$ cat config.mk
export PLATFORM = sky130hd
export DESIGN_NAME = rwu_reset_watchdog
export DESIGN_NICKNAME = d
export VERILOG_FILES = /design/src/core/rwu_reset_watchdog.v
export VERILOG_INCLUDE_DIRS = /design/src /design/src/core
export SDC_FILE = /design/constraint.sdc
export NUM_CORES = 1
export LEC_CHECK = 0
export CORE_ASPECT_RATIO = 0.6
export CORE_MARGIN = 8
export CORE_UTILIZATION = 50
export DETAILED_ROUTE_END_ITERATION = 16
export DONT_BUFFER_PORTS = 1
export GPL_TIMING_DRIVEN = 0
export PLACE_DENSITY = 0.71
export SLEW_MARGIN = 10
export SYNTH_ARGS = -nofsm -noshare
export SYNTH_HDL_FRONTEND = slang
export SYNTH_SLANG_ARGS = --single-unit
$ cat constraint.sdc
create_clock -name i_mclk -period 2.1 [get_ports i_mclk]
set_input_delay 0.21 -clock i_mclk [delete_from_list [all_inputs] [get_ports i_mclk]]
set_output_delay 0.21 -clock i_mclk [all_outputs]
set_load 0.02 [all_outputs]
$ cat src/core/rwu_defs.vh
// Constants for the reset and watchdog unit
`ifndef RWU_DEFS_VH
`define RWU_DEFS_VH
`define RWU_WDT_ADDR 8'hd8
`define RWU_WDT_RESET 8'hfe
`define RWU_BIT_ACT 0
`define RWU_BIT_SWRST 1
`define RWU_STAB_CYCLES 2048
`define RWU_TICK_CYCLES 3072
`define RWU_RESET_VECTOR 12'hffe
`define RWU_STACK_DEPTH 6
`define RWU_CNT_RESET 7'h7f
`define RWU_CNT_END 7'h40
`endif

$ cat src/core/rwu_reset_watchdog.v
// Reset sequencer and digital watchdog
//
// What this block does
// [RQ1] During reset ports are inputs with pull-ups and no instruction runs.
// [RQ2] Internal reset stays asserted 2048 clocks after external reset release.
// [RQ3] Initialization starts the cycle right after the stabilization delay.
// [RQ4] Watchdog end of count asserts internal reset and reinitializes the counter.
// [RQ5] Watchdog reset takes the same path as pin reset, full delay included.
// [RQ6] Any reset clears the call stack and loads PC with the reset vector.
// [RQ7] After reset core is in non-maskable context until return from interrupt.
// [RQ8] After that return, a pending interrupt is serviced first.
// [RQ9] Enabled watchdog decrements and resets the device when count reaches zero.
// [RQ10] Writing a new count reloads the counter and prevents reset.
// [RQ11] Software option: disabled until activate bit set, then only reset disables.
// [RQ12] While the watchdog is disabled, stop mode may halt the oscillator.
// [RQ13] Hardware option: always enabled, stop acts as wait, counting continues.
// [RQ14] Leaving stop on an interrupt, the watchdog resumes counting.
// [RQ15] Watchdog register sits at data address 0xd8.
// [RQ16] Register resets to 0xfe: activate clear, reset bit and count bits set.
// [RQ17] Software-reset bit going to zero triggers an immediate reset.
// [RQ18] Count bits are bit-reversed: register bit 7 is counter LSB.
// [RQ19] Reset fires when counter bit 6 falls to zero.
// [RQ20] Period bits select 64 timeouts from 3072 to 196608 clocks.
// [RQ21] Activate bit is bit 0; hardware option reads one, writes ignored.
// [RQ22] With activate clear the counter is a free 7-bit timer, no reset; here a write with bit 1 clear still resets.
// [RQ23] At least 28 instructions run after activation before any reset.
// [RQ24] Counter decrements once every 3072 oscillator clocks.
// [RQ25] Reads return counter, reset bit and activate bit in register layout.
`timescale 1ns/1ns
`include "rwu_defs.vh"
`default_nettype none
module rwu_reset_watchdog #(
   parameter STAB_CYCLES = `RWU_STAB_CYCLES,
   parameter TICK_CYCLES = `RWU_TICK_CYCLES
) (
   input wire i_mclk,
   input wire i_rst,
   input wire i_hw_option,
   input wire [7:0] i_addr,
   input wire [7:0] i_wdata,
   input wire i_wr,
   input wire i_rd,
   input wire i_stop_req,
   input wire i_wake_irq,
   input wire i_call,
   input wire i_ret,
   input wire i_return_from_interrupt,
   input wire [11:0] i_call_pc,
   input wire i_irq_pending,
   output reg [7:0] o_rdata,
   output reg o_core_rst,
   output reg o_port_pullup_in,
   output reg o_init_start,
   output reg [11:0] o_pc_load,
   output reg o_nmi_ctx,
   output reg o_irq_service,
   output reg o_osc_halt,
   output reg o_wdt_active
);
   // Reset sequencer
   reg [11:0] stab_cnt_ff;
   reg [11:0] nxt_stab_cnt;
   reg busy_ff;
   reg nxt_busy;
   reg nxt_core_rst;
   reg nxt_port_pullup_in;
   reg nxt_init_start;

   // Watchdog
   reg [11:0] tick_cnt_ff;
   reg [11:0] nxt_tick_cnt;
   reg [6:0] wdt_cnt_ff;
   reg [6:0] nxt_wdt_cnt;
   reg act_ff;
   reg nxt_act;
   reg stopped_ff;
   reg nxt_stopped;
   reg wd_fire_ff;
   reg nxt_wd_fire;
   reg [7:0] nxt_rdata;
   reg nxt_osc_halt;
   reg nxt_wdt_active;

   // Core context
   reg [11:0] stack_ff [0:`RWU_STACK_DEPTH-1];
   reg [11:0] nxt_stack [0:`RWU_STACK_DEPTH-1];
   reg [2:0] depth_ff;
   reg [2:0] nxt_depth;
   reg [11:0] nxt_pc_load;
   reg nxt_nmi_ctx;
   reg nxt_irq_service;
   integer k;
   integer j;

   // Decoded conditions
   wire wr_hit;
   wire rd_hit;
   wire enabled;
   wire tick;
   wire at_end;
   wire wd_end;
   wire sw_rst;
   wire seq_clear;
   wire hold_clear;
   wire stab_done;
   wire stop_halts;
   wire prescale_run;
   wire pop_req;
   wire pop_ok;
   wire push_ok;
   wire [6:0] wr_cnt;
   wire [7:0] rd_val;

   assign wr_hit = i_wr && (i_addr == `RWU_WDT_ADDR); // RQ15
   assign rd_hit = i_rd && (i_addr == `RWU_WDT_ADDR); // RQ15
   // Hardware option forces the watchdog on whatever the activate bit holds
   assign enabled = act_ff || i_hw_option; // RQ13 RQ21
   assign prescale_run = !stopped_ff; // RQ14
   assign tick = (tick_cnt_ff == TICK_CYCLES - 1) && prescale_run; // RQ24
   assign at_end = (wdt_cnt_ff == `RWU_CNT_END); // RQ19
   // Counter bit 6 about to fall ends the count; a reload in the same cycle wins
   assign wd_end = enabled && tick && !wr_hit && at_end; // RQ9 RQ19
   assign sw_rst = wr_hit && !i_wdata[`RWU_BIT_SWRST] && !busy_ff; // RQ17
   assign seq_clear = i_rst || wd_fire_ff; // RQ5
   assign hold_clear = i_rst || busy_ff; // RQ6
   assign stab_done = (stab_cnt_ff == STAB_CYCLES - 1); // RQ2
   assign stop_halts = i_stop_req && !enabled; // RQ12
   assign pop_req = i_ret || i_return_from_interrupt;
   assign pop_ok = (depth_ff != 3'h0);
   assign push_ok = (depth_ff != `RWU_STACK_DEPTH);

   // Register bits 7..2 carry counter bits 0..5; bit 1 carries counter bit 6
   assign wr_cnt[0] = i_wdata[7]; // RQ18
   assign wr_cnt[1] = i_wdata[6];
   assign wr_cnt[2] = i_wdata[5];
   assign wr_cnt[3] = i_wdata[4];
   assign wr_cnt[4] = i_wdata[3];
   assign wr_cnt[5] = i_wdata[2];
   assign wr_cnt[6] = i_wdata[`RWU_BIT_SWRST]; // RQ22

   assign rd_val[7] = wdt_cnt_ff[0]; // RQ25
   assign rd_val[6] = wdt_cnt_ff[1];
   assign rd_val[5] = wdt_cnt_ff[2];
   assign rd_val[4] = wdt_cnt_ff[3];
   assign rd_val[3] = wdt_cnt_ff[4];
   assign rd_val[2] = wdt_cnt_ff[5];
   assign rd_val[`RWU_BIT_SWRST] = wdt_cnt_ff[6];
   assign rd_val[`RWU_BIT_ACT] = enabled; // RQ21

   // Reset sequencer: external, watchdog and software reset share one delay
   always @* begin
      nxt_stab_cnt = stab_cnt_ff;
      nxt_busy = busy_ff;
      nxt_core_rst = o_core_rst;
      nxt_port_pullup_in = o_port_pullup_in;
      if (seq_clear) begin
         nxt_stab_cnt = 12'h000; // RQ5
         nxt_busy = 1'b1;
         nxt_core_rst = 1'b1; // RQ2
         nxt_port_pullup_in = 1'b1; // RQ1
      end else if (busy_ff) begin
         if (stab_done) begin
            nxt_busy = 1'b0;
            nxt_core_rst = 1'b0; // RQ2
            nxt_port_pullup_in = 1'b0; // RQ1
         end else begin
            nxt_stab_cnt = stab_cnt_ff + 12'h001;
         end
      end
   end

   always @* begin
      nxt_init_start = 1'b0;
      if (!seq_clear && busy_ff && stab_done) begin
         nxt_init_start = 1'b1; // RQ3
      end
   end

   always @(posedge i_mclk) begin
      stab_cnt_ff <= nxt_stab_cnt;
   end

   always @(posedge i_mclk) begin
      busy_ff <= nxt_busy;
   end

   always @(posedge i_mclk) begin
      o_core_rst <= nxt_core_rst;
   end

   always @(posedge i_mclk) begin
      o_port_pullup_in <= nxt_port_pullup_in;
   end

   always @(posedge i_mclk) begin
      o_init_start <= nxt_init_start;
   end

   // Stop only halts the oscillator with the watchdog off
   always @* begin
      nxt_stopped = stopped_ff;
      nxt_osc_halt = 1'b0;
      if (hold_clear) begin
         nxt_stopped = 1'b0;
      end else begin
         if (i_wake_irq) begin
            nxt_stopped = 1'b0; // RQ14
         end else if (stop_halts) begin
            nxt_stopped = 1'b1; // RQ12
         end
         // With the watchdog on a stop acts as a wait and the clock keeps running
         nxt_osc_halt = (stopped_ff || stop_halts) && !i_wake_irq; // RQ12 RQ13
      end
   end

   // A write restarts the prescaler, so a fresh count always gets full intervals
   always @* begin
      nxt_tick_cnt = tick_cnt_ff;
      if (hold_clear) begin
         nxt_tick_cnt = 12'h000;
      end else if (tick || wr_hit) begin
         nxt_tick_cnt = 12'h000; // RQ23
      end else if (prescale_run) begin
         nxt_tick_cnt = tick_cnt_ff + 12'h001; // RQ24
      end
   end

   // Downcounter and activate bit
   always @* begin
      nxt_wdt_cnt = wdt_cnt_ff;
      nxt_act = act_ff;
      if (hold_clear) begin
         nxt_wdt_cnt = `RWU_CNT_RESET; // RQ16 RQ4
         nxt_act = 1'b0; // RQ16
      end else if (wr_hit) begin
         nxt_wdt_cnt = wr_cnt; // RQ10
         // Once set only a reset clears it
         if (i_wdata[`RWU_BIT_ACT]) begin
            nxt_act = 1'b1; // RQ11
         end
      end else if (tick) begin
         // Disabled, the counter wraps as a free timer and its end of count never resets
         nxt_wdt_cnt = wdt_cnt_ff - 7'h01; // RQ22 RQ20
      end
   end

   // Reset request from end of count or a cleared software-reset bit
   always @* begin
      nxt_wd_fire = 1'b0;
      if (!hold_clear) begin
         nxt_wd_fire = wd_end || sw_rst; // RQ4 RQ17
      end
   end

   always @* begin
      nxt_rdata = 8'h00;
      if (!hold_clear && rd_hit) begin
         nxt_rdata = rd_val; // RQ25
      end
   end

   always @* begin
      nxt_wdt_active = 1'b0;
      if (!hold_clear) begin
         nxt_wdt_active = enabled; // RQ11 RQ13
      end
   end

   always @(posedge i_mclk) begin
      tick_cnt_ff <= nxt_tick_cnt;
   end

   always @(posedge i_mclk) begin
      wdt_cnt_ff <= nxt_wdt_cnt;
   end

   always @(posedge i_mclk) begin
      act_ff <= nxt_act;
   end

   always @(posedge i_mclk) begin
      stopped_ff <= nxt_stopped;
   end

   always @(posedge i_mclk) begin
      wd_fire_ff <= nxt_wd_fire;
   end

   always @(posedge i_mclk) begin
      o_rdata <= nxt_rdata;
   end

   always @(posedge i_mclk) begin
      o_osc_halt <= nxt_osc_halt;
   end

   always @(posedge i_mclk) begin
      o_wdt_active <= nxt_wdt_active;
   end

   // Stack: a push shifts every level down and the deepest level is lost
   always @* begin
      for (k = 0; k < `RWU_STACK_DEPTH; k = k + 1) begin
         nxt_stack[k] = stack_ff[k];
      end
      if (hold_clear) begin
         for (k = 0; k < `RWU_STACK_DEPTH; k = k + 1) begin
            nxt_stack[k] = 12'h000; // RQ6
         end
      end else if (i_call) begin
         nxt_stack[0] = i_call_pc;
         for (k = 1; k < `RWU_STACK_DEPTH; k = k + 1) begin
            nxt_stack[k] = stack_ff[k-1];
         end
      end else if (pop_req) begin
         for (k = 0; k < `RWU_STACK_DEPTH - 1; k = k + 1) begin
            nxt_stack[k] = stack_ff[k+1];
         end
      end
   end

   // Depth, popped return address and context
   always @* begin
      nxt_depth = depth_ff;
      nxt_pc_load = o_pc_load;
      nxt_nmi_ctx = o_nmi_ctx;
      nxt_irq_service = 1'b0;
      if (hold_clear) begin
         nxt_depth = 3'h0; // RQ6
         nxt_pc_load = `RWU_RESET_VECTOR; // RQ6
         nxt_nmi_ctx = 1'b1; // RQ7
      end else if (i_call) begin
         // Depth saturates, so returns past the deepest call are not tracked
         if (push_ok) begin
            nxt_depth = depth_ff + 3'h1;
         end
      end else if (pop_req) begin
         // An empty stack leaves the program counter to run on
         if (pop_ok) begin
            nxt_pc_load = stack_ff[0];
            nxt_depth = depth_ff - 3'h1;
         end
         if (i_return_from_interrupt) begin
            nxt_nmi_ctx = 1'b0; // RQ7
            nxt_irq_service = i_irq_pending; // RQ8
         end
      end
   end

   // Storage cells carry no reset of their own; the context logic clears them
   always @(posedge i_mclk) begin
      for (j = 0; j < `RWU_STACK_DEPTH; j = j + 1) begin
         stack_ff[j] <= nxt_stack[j];
      end
   end

   always @(posedge i_mclk) begin
      depth_ff <= nxt_depth;
   end

   always @(posedge i_mclk) begin
      o_pc_load <= nxt_pc_load;
   end

   always @(posedge i_mclk) begin
      o_nmi_ctx <= nxt_nmi_ctx;
   end

   always @(posedge i_mclk) begin
      o_irq_service <= nxt_irq_service;
   end
endmodule
`default_nettype wire

# [Yosys cells after proc, flatten, opt, wreduce, memory -nomap -nowiden]
# Memory sizes are Yosys's and may differ from the RTL's.
# Cells that the tools add are included.
[op_classes] add_sub_neg=5 mul=0 div_mod_pow=0 magnitude_cmp=0 n_eq_ne=6 n_shift=0 n_mux=13 bitwise_logic=4 reduce_logical=41
[ops] operator="two-way mux 60 bit" n=2
[ops] operator="two-way mux 72 bit" n=1
[ops] operator="adder 12 x 1 -> 12 bit, second input constant" n=2
[ops] operator="two-way mux 7 bit" n=2
[ops] operator="logical AND 1 bit" n=13
[ops] operator="equality test 12 x 11 -> 1 bit, second input constant" n=1
[ops] operator="equality test 12 bit, second input constant" n=1
[ops] operator="two-way mux 12 bit" n=1
[ops] operator="two-way mux 3 bit" n=4
[ops] operator="AND reduction 3 bit" n=3
[ops] operator="equality test 8 bit, second input constant" n=1
[ops] operator="logical NOT 1 bit" n=8
[ops] operator="equality test 7 bit, second input constant" n=1
[ops] operator="logical OR 1 bit" n=7
[ops] operator="subtractor 7 x 1 -> 7 bit, second input constant" n=1
[ops] operator="AND reduction 2 bit" n=3
[ops] operator="nonzero test 2 bit" n=3
[ops] operator="NOT 1 bit" n=4
[ops] operator="OR reduction 2 bit" n=2
[ops] operator="OR reduction 4 bit" n=1
[ops] operator="adder 3 x 1 -> 3 bit, second input constant" n=1
[ops] operator="two-way mux 1 bit" n=3
[ops] operator="inequality test 3 bit, second input constant" n=1
[ops] operator="nonzero test 3 bit" n=1
[ops] operator="other kinds (2)" n=2
[totals] ff_bits=64 latch_bits=0 ramBits=72 romBits=0 input_bits=39 out_inout_bits=27 word_cells=86 memories=1
[mem_list] name="stack_ff" words=6 width=12 rd=6 rd_ports_with_merged_regs=0 wr=6 line="rwu_reset_watchdog.v:85" rtl="reg [11:0] stack_ff [0:`RWU_STACK_DEPTH-1];"

# [Longest topological paths before layout]
# Gate-level depths: netlist (run 1).
[depth] word_depth=6 mapped_depth=8 mapped_depth_nobuf=6

# [Worst setup path before layout (run 1)]
# No wires, ideal clock.
[synth_path] kind="in2reg" start="in i_call" end="reg depth_ff[2]" setup_time_ps=71 arrival_ps=1950 setup_slack_ps=79 stages=8 n_path_buf=3 path_cell_list="buf_2 > clkinv_1 > buf_2 > buf_1 > fa_1 > xor2_1 > or3_1 > a21oi_1"
[synth_between] elab_chain_len=2
[synth_rtl] element="start: declaration" line="rwu_reset_watchdog.v:45" rtl="input wire i_call,"
[synth_rtl] element="inequality test 2 x 1 -> 1 bit (no line) / nonzero test 2 bit (equally long branches)"
[synth_rtl] element="AND reduction 3 bit (no line)"
[synth_rtl] element="end signal: assignment" line="rwu_reset_watchdog.v:358" rtl="depth_ff <= nxt_depth;"
[synth_rtl] element="end: declaration" line="rwu_reset_watchdog.v:87" rtl="reg [2:0] depth_ff;"
# Parallel ways exist; a longest one is shown, timed or not.
# A chain may end at the register's enable or synchronous reset.

# [Worst setup path after layout (run 1)]
[layout_path] start="reg tick_cnt_ff[0]" end="reg wdt_cnt_ff[1]"
[layout_between] elab_chain_len=3
[layout_rtl] element="start: declaration" line="rwu_reset_watchdog.v:70" rtl="reg [11:0] tick_cnt_ff;"
[layout_rtl] element="start signal: assignment" line="rwu_reset_watchdog.v:270" rtl="tick_cnt_ff <= nxt_tick_cnt;"
[layout_rtl] element="equality test 12 bit" line="rwu_reset_watchdog.v:119" rtl="assign tick = (tick_cnt_ff == TICK_CYCLES - 1) && prescale_run;"
[layout_rtl] element="logical AND 1 bit" line="rwu_reset_watchdog.v:119"
[layout_rtl] element="nonzero test 2 bit (no line)"
[layout_rtl] element="end signal: assignment" line="rwu_reset_watchdog.v:274" rtl="wdt_cnt_ff <= nxt_wdt_cnt;"
[layout_rtl] element="end: declaration" line="rwu_reset_watchdog.v:72" rtl="reg [6:0] wdt_cnt_ff;"
# Every way passes these cells.

==> results of run 1 <==
-- state kept, by name, indices dropped and copies added (netlist names), 3 cells and up --
register and flops:
depth_ff 3, o_pc_load 12, o_rdata 8, stab_cnt_ff 12, stack_ff 72, tick_cnt_ff 12
wdt_cnt_ff 7
-- stage by stage --
step           worst slack (ns)  hold WS, ns  cell area, um^2  power, uW  std cells
3_5_place_dp             -0.341        0.292             6110       2840        848
5_1_grt                  0.0494       0.0201             7010       6340        903
6_report                  0.213       0.0103             7010       6180        903
3_3_place_gp             -0.236        0.293             6110       2830        848
2_1_floorplan            0.0789        0.289             5910       2780        688
4_1_cts                  0.0881     0.000886             7020       6190        904
-- timing repair --
item                                    CTS  global route
hold buffers                             24             0
endpoints found under the setup margin    0             1
gates resized for setup                   0             0
hold endpoints to repair                 25             0
-- final cells by class --
type | instances | area, um^2
buffer | 54 | 236
clock buffer | 19 | 453
clock inverter | 13 | 215
fill | 947 | 4400
inverter | 5 | 18.8
multi-input combinational | 492 | 2930
sequential | 136 | 2720
tap | 160 | 200
timing repair buffer | 24 | 240
-- path summary, 6_finish.rpt --
path	from	slack, ns	end
max	tick_cnt_ff[0]	0.21	wdt_cnt_ff[1]
min	i_wdata[1]	0.01	wdt_cnt_ff[6]
max reg2reg	tick_cnt_ff[0]	0.21	wdt_cnt_ff[1]
min reg2reg	wd_fire_ff	0.47	busy_ff
-- report_power, final --
group / internal (uW) / leakage (uW) / total (uW) / switching (uW)
Sequential: 2580 / 0.00110 / 2590 / 5.88
Clock: 2190 / 0.000325 / 3350 / 1170
Combinational: 76.7 / 0.00102 / 235 / 158
-- cell usage in the layout (no fill, tap or decap), drive strengths merged, types with 11 or more instances in the layout --
cell type	count
mux2i	14
o21ai	68
nor2	106
dfxtp	136
buf	24
clkbuf	49
a311oi	61
dlygate4sd3	24
nand2	97
a21oi	16
nand3	16
and2	11
nor3	17
xnor2	12
-- logic make-up (layout without fill, tap and decap cells) --
family / after synthesis / in the layout / share of synthesized area, %
flip-flops: 136 / 136 / 46.1
buffers and inverters: 60 / 115 / 4.38
multiplexers: 15 / 15 / 2.56
AO/OA/AOI/OAI: 160 / 160 / 18.7
XOR/XNOR: 19 / 19 / 2.82
AND/OR/NAND/NOR: 293 / 293 / 24.2
adder cells (fa/ha/maj): 5 / 5 / 1.19
-- per-layer routing --
| layer | part of all wire, % | vias up | global-route usage, % |
|---|---|---|---|
| li1 | - | 2552 | - |
| met1 | 47 | 2659 | 29.7 |
| met2 | 42 | 277 | 30.9 |
| met3 | 9.6 | 26 | 5.41 |
| met4 | 1.5 | 0 | 8.67 |
| met5 | 0 | - | 0 |
-- synthesized netlist by cell type (all sizes together), types with 4 or more instances --
cell type  instances  share of area (%)
dfxtp            136                 46
nor2             106                6.8
nand2             97                6.2
o21ai             68                5.8
a311oi            61                9.0
clkbuf            30                1.9
buf               25                2.2
nor3              17                1.4
a21oi             16                1.4
nand3             16                1.4
mux2i             14                2.4
xnor2             12                1.8
and2              11                1.2
nor4               8                1.7
xor2               7                1.0
and4               6               0.91
nand4              6                1.1
ha                 4               0.85
inv                4               0.25
nand4b             4               0.59
-- worst max-delay path: stages, from the launching register on --
cell,delay [ns]
dfxtp_1,0.36
ha_1,0.31
nand3b_4,0.15
nor4_4,0.49
mux2_2,0.39
o21ai_1,0.11
==> results.py, run 1 <==
metrics = {
    "sta": {
        "setup_viol": 0,
        "hold_viol": 0,
        "fin_skew_ns": 0.00992,
        "setup_tns_ns": 0,
        "rsz0062_at_grt": "no",
        "layout_min_cycle_time_ns": 1.89,
        "worstMarginPinSlew_ns": 0.894,
        "slew_headroom_pct": 40.4,
        "drv_slew": 0,
        "fin_crit_sh_pct": 89.9,
        "fmax_mhz": 530,
    },
    "place": {
        "portBuffers": 0,
        "dpl.hpwl_mm": 11.9,
        "gp_congestion": 0.894,
    },
    "die": {
        "num_io_pins": 66,
        "die_h_um": 100,
        "start_util_pct": 51.8,
        "dieWidth_um": 156,
        "rows": 30,
        "dieArea_um2": 15700,
        "core_area_um2": 11400,
    },
    "drt": {
        "num_vias": 5514,
        "wirelength_mm": 16.6,
        "post_drt_wl_per_cell_um": 18.4,
        "drt_iter0_markers": 429,
        "drc": 0,
        "firstDrtPassIters": 5,
        "drt.antenna.violating_nets": 0,
        "vias_per_cell": 6.11,
    },
    "layout": {
        "drive_gt1_share_pct": 8.88,
        "postLayoutCoreUtil_pct": 61.5,
        "areaGrowthSynthToFinish_pct": 18.7,
        "nNetsFinal": 774,
        "antenna_cells": 0,
    },
    "clock_network": {
        "post_cts_buffers": 0,
        "cts.clk_slew.worst_paths_ns": 0.06,
        "clk-insertion-delay-late_ns": 0.42,
        "h-tree-depth": 4,
        "clock-sinks": 136,
        "cts_tree": "built",
        "cts_buffer_depth": 2,
        "ctsRootBufferMaster": "clkbuf_16",
        "cts_inserted_buffers": 17,
    },
    "critical_path": {
        "path_class": "register to register",
        "crit_required_ns": 2.45,
        "ff2ff_path_depth": 5,
        "crit_fanout": 6,
        "worstSetupEndpointType": "register",
        "start_kind": "register",
        "crit_arrival_ns": 2.24,
    },
    "pwr": {
        "cellPowerDensity_nw_per_um2": 881,
        "ir_drop_mv": 0.570,
        "p_leak_uw": 0.00244,
    },
    "logic_synthesis": {
        "syn-cell-area_um2": 5910,
        "syn_avg_cell_area_um2": 8.59,
        "synth-seq-cells": 136,
        "synth_top_flop_cell": "dfxtp_1",
        "synth_async_sr_flop_share_pct": 0,
        "synth-edff-count": 0,
        "yosys.cell_types.count": 58,
        "syn_inst": 688,
        "yosys_warnings": 0,
        "synth_nets": 732,
        "ys_seq_area_share_pct": 46.1,
    },
    "worst_hold_path": {
        "hp-class": "input pin to register",
        "hold_depth": 2,
    },
    "grt": {
        "grt_use_total_pct": 21.4,
        "grt_pass1_wl_mm": 27.1,
        "grt_pass1_vias": 5354,
        "grt_overflow_total": 0,
        "antenna_found_initial": 0,
        "grt_max_degree": 17,
    },
    "status": {
        "outcome": "completed",
    },
    "run": {
        "maxCapViolations": 0,
    },
}
Note: power is estimated with default switching activity, not from simulation.
==> run 2, diff against run 1 <==
- CORE_MARGIN: 8 -> 1.5
- PLACE_DENSITY: 0.71 -> 0.68
- SLEW_MARGIN: 10 -> unset
- clock period: 2.1 -> 1.95 ns (I/O delays scaled with it)
==> run 2 against run 1 <==
  * Largest power group unchanged
  * Core utilization shrank 0.38 points
  * Worst setup slack worse by 0.049 ns
  * Largest cell class unchanged
  * Hold slack worse by 0.0024 ns
  * Clock power shrank 4%
  * Critical endpoint unchanged
==> results.py, run 2 (same netlist as run 1, synthesis figures left out) <==
metrics = {
    "status": {
        "outcome": "completed",
    },
    "layout": {
        "most-common-layout-cells": "dfxtp_1, nor2_1, nand2_1, o21ai_0, a311oi_1",
        "final_common_cell": "dfxtp_1",
        "top_register": "stack_ff",
        "antenna_cells": 0,
        "areaGrowthSynthToFinish_pct": 18.0,
        "largest_reg_flops": 72,
        "fill_cells": 981,
        "nNetsFinal": 778,
        "drive_gt1_share_pct": 9.37,
    },
    "worst_hold_path": {
        "hp-class": "input pin to register",
    },
    "pwr": {
        "seq_power_share_pct": 44.5,
        "p_sw_share_pct": 23.8,
        "power.share.clock_pct": 51.4,
        "power_uw": 6270,
        "p_leak_uw": 0.00241,
        "p_int_uw": 4770,
        "cellPowerDensity_nw_per_um2": 899,
        "combPwrFrac_pct": 4.1,
        "ir_drop_mv": 0.571,
        "p_sw_uw": 1490,
    },
    "die": {
        "num_io_pins": 66,
        "die_h_um": 87.2,
        "start_util_pct": 51.8,
        "dieArea_um2": 12500,
        "core_area_um2": 11400,
        "dieWidth_um": 143,
        "rows": 30,
    },
    "critical_path": {
        "start_kind": "register",
        "worstSetupEndpointType": "register",
        "path_class": "register to register",
        "crit_arrival_ns": 2.14,
        "crit_fanout": 6,
        "crit_required_ns": 2.30,
    },
    "clock_network": {
        "h-tree-depth": 4,
        "cts_tree": "built",
        "clock-sinks": 136,
        "cts_inserted_buffers": 17,
        "cts_buffer_depth": 2,
        "clk-insertion-delay-late_ns": 0.42,
        "cts.clk_slew.worst_paths_ns": 0.06,
        "cts_resized": 0,
        "ctsRootBufferMaster": "clkbuf_16",
    },
    "grt": {
        "grt_overflow_total": 0,
        "grt_max_degree": 17,
        "grt_pass1_vias": 5326,
        "antenna_found_initial": 0,
        "grt_pass1_wl_mm": 26.9,
        "grt_use_total_pct": 27.9,
    },
    "drt": {
        "drc": 0,
        "firstDrtPassIters": 5,
        "post_drt_wl_per_cell_um": 18.4,
        "drt.antenna.violating_nets": 0,
        "num_vias": 5506,
        "vias_per_cell": 6.07,
        "drt_iter0_markers": 447,
        "wirelength_mm": 16.7,
    },
    "sta": {
        "rsz0062_at_grt": "no",
        "fin_skew_ns": 0.0146,
        "worstMarginPinSlew_ns": 0.853,
        "fin_crit_sh_pct": 91.6,
        "setup_ws_ns": 0.163,
        "drv_slew": 0,
        "setup_tns_ns": 0,
        "layout_min_cycle_time_ns": 1.79,
        "hold_viol": 0,
        "slew_headroom_pct": 43.1,
        "setup_viol": 0,
        "fmax_mhz": 560,
    },
    "place": {
        "gp_congestion": 0.880,
        "portBuffers": 0,
        "dpl.hpwl_mm": 11.7,
        "pre_cts_slack_ns": -0.198,
    },
    "run": {
        "maxCapViolations": 0,
    },
}
[run 2: worst paths after layout]
path,start,endpoint,slack (ns),cells after the start
setup reg to reg,tick_cnt_ff[0],wdt_cnt_ff[1],0.16,6
hold reg to reg,wd_fire_ff,busy_ff,0.48,2
hold / removal,i_rst,stab_cnt_ff[2],0.008,2
setup / recovery,tick_cnt_ff[0],wdt_cnt_ff[1],0.16,6
[run 2: metrics by stage]
step	cell area, um^2	cells	hold slack (ns)	utilization [%]
6_report	6970	907	0.00789	61.1
5_1_grt	6970	907	0.00959	61.1
4_1_cts	6960	905	0.000228	61.0
3_5_place_dp	6110	848	0.277	53.6
3_3_place_gp	6110	848	0.275	53.6
2_1_floorplan	5910	688	0.274	-
[run 2: final cells by class]
| cell class | count | area [um^2] | share of cell area, % |
|---|---|---|---|
| buffer | 55 | 241 | 3.46 |
| clock buffer | 17 | 425 | 6.10 |
| clock inverter | 15 | 168 | 2.41 |
| inverter | 5 | 20.0 | 0.287 |
| multi-input combinational | 492 | 2930 | 42.0 |
| sequential | 136 | 2720 | 39.1 |
| tap | 160 | 200 | 2.87 |
| timing repair buffer | 27 | 265 | 3.81 |
[run 2: power by group through the flow]
stage	Clock, uW	Sequential [uW]	Combinational, uW
after floorplan	0	2850	144
after global placement	0	2850	200
after detailed placement	0	2850	206
after CTS	3230	2790	249
after global routing	3370	2790	279
final	3220	2790	258
[run 2: critical path: stages (launching register included)]
cell	delay (ns)
dfxtp_1	0.36
ha_1	0.32
nand3b_4	0.16
nor4_4	0.22
buf_4	0.19
mux2_2	0.34
o21ai_1	0.12
[run 2: metal layers]
metal | part of all wire [%] | vias up | global-route usage, %
met5 | 0 | - | 0
met4 | 0.84 | 0 | 7.70
met3 | 8.6 | 24 | 7.64
met2 | 43 | 250 | 42.5
met1 | 47 | 2663 | 38.8
li1 | - | 2569 | -
[run 2: repair_timing]
item                       in CTS  in global routing
hold endpoints to repair       28                  0
setup endpoints to repair       0                  8
hold buffers                   25                  0
setup buffers                   0                  2
==> run 3, diff against run 2 <==
- PLACE_DENSITY: 0.68 -> 0.63
==> run 3 against run 2 <==
  * Hold slack better by 0.0026 ns
  * Clock power is 2% higher
  * First-iteration DRC count is 8.5% higher
==> results.py, run 3 (same netlist as run 1, synthesis figures left out) <==
metrics = {
    "layout": {
        "regArea_um2": 2720,
        "finish.instance_area_um2": 6970,
        "nNetsFinal": 777,
        "antenna_cells": 0,
        "areaGrowthSynthToFinish_pct": 18.0,
        "postLayoutCoreUtil_pct": 61.1,
        "stdcell_count": 905,
        "multiInputGateArea_um2": 2930,
        "fill_cells": 1032,
        "largest_reg_flops": 72,
        "drive_gt1_share_pct": 9.13,
        "top_register": "stack_ff",
        "final_common_cell": "dfxtp_1",
        "most-common-layout-cells": "dfxtp_1, nor2_1, nand2_1, o21ai_0, a311oi_1",
    },
    "clock_network": {
        "cts_buffer_depth": 2,
        "h-tree-depth": 4,
        "cts.clk_slew.worst_paths_ns": 0.06,
        "cts_tree": "built",
        "clock-sinks": 136,
        "cts_resized": 0,
        "cts_inserted_buffers": 17,
        "ctsRootBufferMaster": "clkbuf_16",
        "clk-insertion-delay-late_ns": 0.42,
    },
    "pwr": {
        "p_sw_share_pct": 22.2,
        "ir_drop_mv": 0.485,
        "combPwrFrac_pct": 4.1,
        "p_sw_uw": 1410,
        "power_uw": 6340,
        "p_int_uw": 4940,
        "seq_power_share_pct": 44.0,
        "power.share.clock_pct": 51.9,
        "cellPowerDensity_nw_per_um2": 910,
        "p_leak_uw": 0.00242,
    },
    "critical_path": {
        "ff2ff_path_depth": 5,
        "worstSetupEndpointType": "register",
        "crit_arrival_ns": 2.13,
        "path_class": "input pin to register",
        "crit_chain": "buf_2 > clkinv_2 > buf_2 > buf_2 > fa_1 > xor2_1 > or3_1 > a21oi_1",
        "crit_fanout": 10,
        "slowest_delay_ns": 0.45,
        "crit_required_ns": 2.29,
        "cp_slowest_cell": "fa_1",
        "cp.depth": 8,
        "path_buf_inv": 4,
        "cp_top_family": "buffers and inverters",
        "start_kind": "input pin",
        "cp_common_cell": "buf_2",
    },
    "place": {
        "dpl.hpwl_mm": 11.6,
        "dp_cells": 848,
        "gp_congestion": 0.904,
        "portBuffers": 0,
        "place_area_um2": 6110,
    },
    "sta": {
        "setup_viol": 0,
        "worstMarginPinSlew_ns": 0.935,
        "rsz0062_at_grt": "no",
        "hold_viol": 0,
        "drv_slew": 0,
        "slew_headroom_pct": 37.6,
        "fin_skew_ns": 0.00628,
        "fmax_mhz": 560,
        "fin_crit_sh_pct": 91.6,
        "layout_min_cycle_time_ns": 1.79,
    },
    "die": {
        "core_area_um2": 11400,
        "dieArea_um2": 12500,
        "start_util_pct": 51.8,
        "dieWidth_um": 143,
        "die_h_um": 87.2,
        "rows": 30,
        "num_io_pins": 66,
    },
    "grt": {
        "grt_pass1_vias": 5018,
        "grt_max_degree": 17,
        "grt_overflow_total": 0,
        "antenna_found_initial": 0,
        "grt_pass1_wl_mm": 26.7,
        "grt_use_total_pct": 27.9,
    },
    "drt": {
        "wirelength_mm": 16.5,
        "post_drt_wl_per_cell_um": 18.3,
        "drt.antenna.violating_nets": 0,
        "drt_iter0_markers": 485,
        "drc": 0,
        "firstDrtPassIters": 6,
        "vias_per_cell": 6.02,
        "num_vias": 5447,
    },
    "worst_hold_path": {
        "hp-class": "input pin to register",
        "hold_depth": 2,
    },
    "run": {
        "maxCapViolations": 0,
    },
    "status": {
        "outcome": "completed",
    },
}
==> run 3: changes by cell type in the layout (fill, tap and decap cells not counted) <==
cell / delta
bufinv_16: +1
clkbuf_1: +1
clkbuf_8: +2
clkinv_2: +2
clkinvlp_4: -2
dlygate4sd3_1: -1
inv_6: -5
==> run 3: routing by layer <==
layer  vias to the layer above  wire (um)  global-route usage, %  share of wire, %
met5                         -          0                      0                 0
met2                       238       6470                   36.7                39
met1                      2626       8460                   43.8                51
li1                       2556          -                      -                 -
met4                         0        207                   8.35               1.3
met3                        27       1390                   6.65               8.4
==> run 3: power groups by stage <==
stage          clock [uW]  combinational (uW)  sequential (uW)
6_report             3290                 261             2790
3_5_place_dp            0                 211             2850
5_1_grt              3460                 283             2790
2_1_floorplan           0                 144             2850
3_3_place_gp            0                 207             2850
4_1_cts              3310                 253             2790
==> run 3: metrics by stage <==
step	hold WS (ns)	setup WS [ns]	setup TNS [ns]
floorplan	0.274	0.0536	0
global placement	0.279	-0.201	-0.201
detailed placement	0.278	-0.252	-0.252
CTS	0.00577	0.0239	0
global route	0.00812	0.0786	0
finish	0.0104	0.164	0
==> run 3: layout make-up <==
type | count | share of cell area [%]
plain buffers | 55 | 3.46
well taps | 160 | 2.87
inverters | 5 | 0.287
flip-flops and latches | 136 | 39.0
repair buffers | 26 | 3.66
clock inverters | 11 | 2.14
clock buffers | 20 | 6.55
multi-input cells | 492 | 42.0
==> run 3: worst paths after layout <==
path                   start         endpoint  slack, ns
setup / recovery      i_call      depth_ff[2]       0.16
hold / removal         i_rst  stab_cnt_ff[10]       0.01
setup reg to reg     busy_ff   stack_ff[5][7]       0.20
hold reg to reg   wd_fire_ff          busy_ff       0.48
==> run 3: timing repair <==
item,in CTS,in global routing
endpoints found under the setup margin,0,8
hold endpoints to repair,26,0
buffers inserted,0,2
hold buffers,24,0
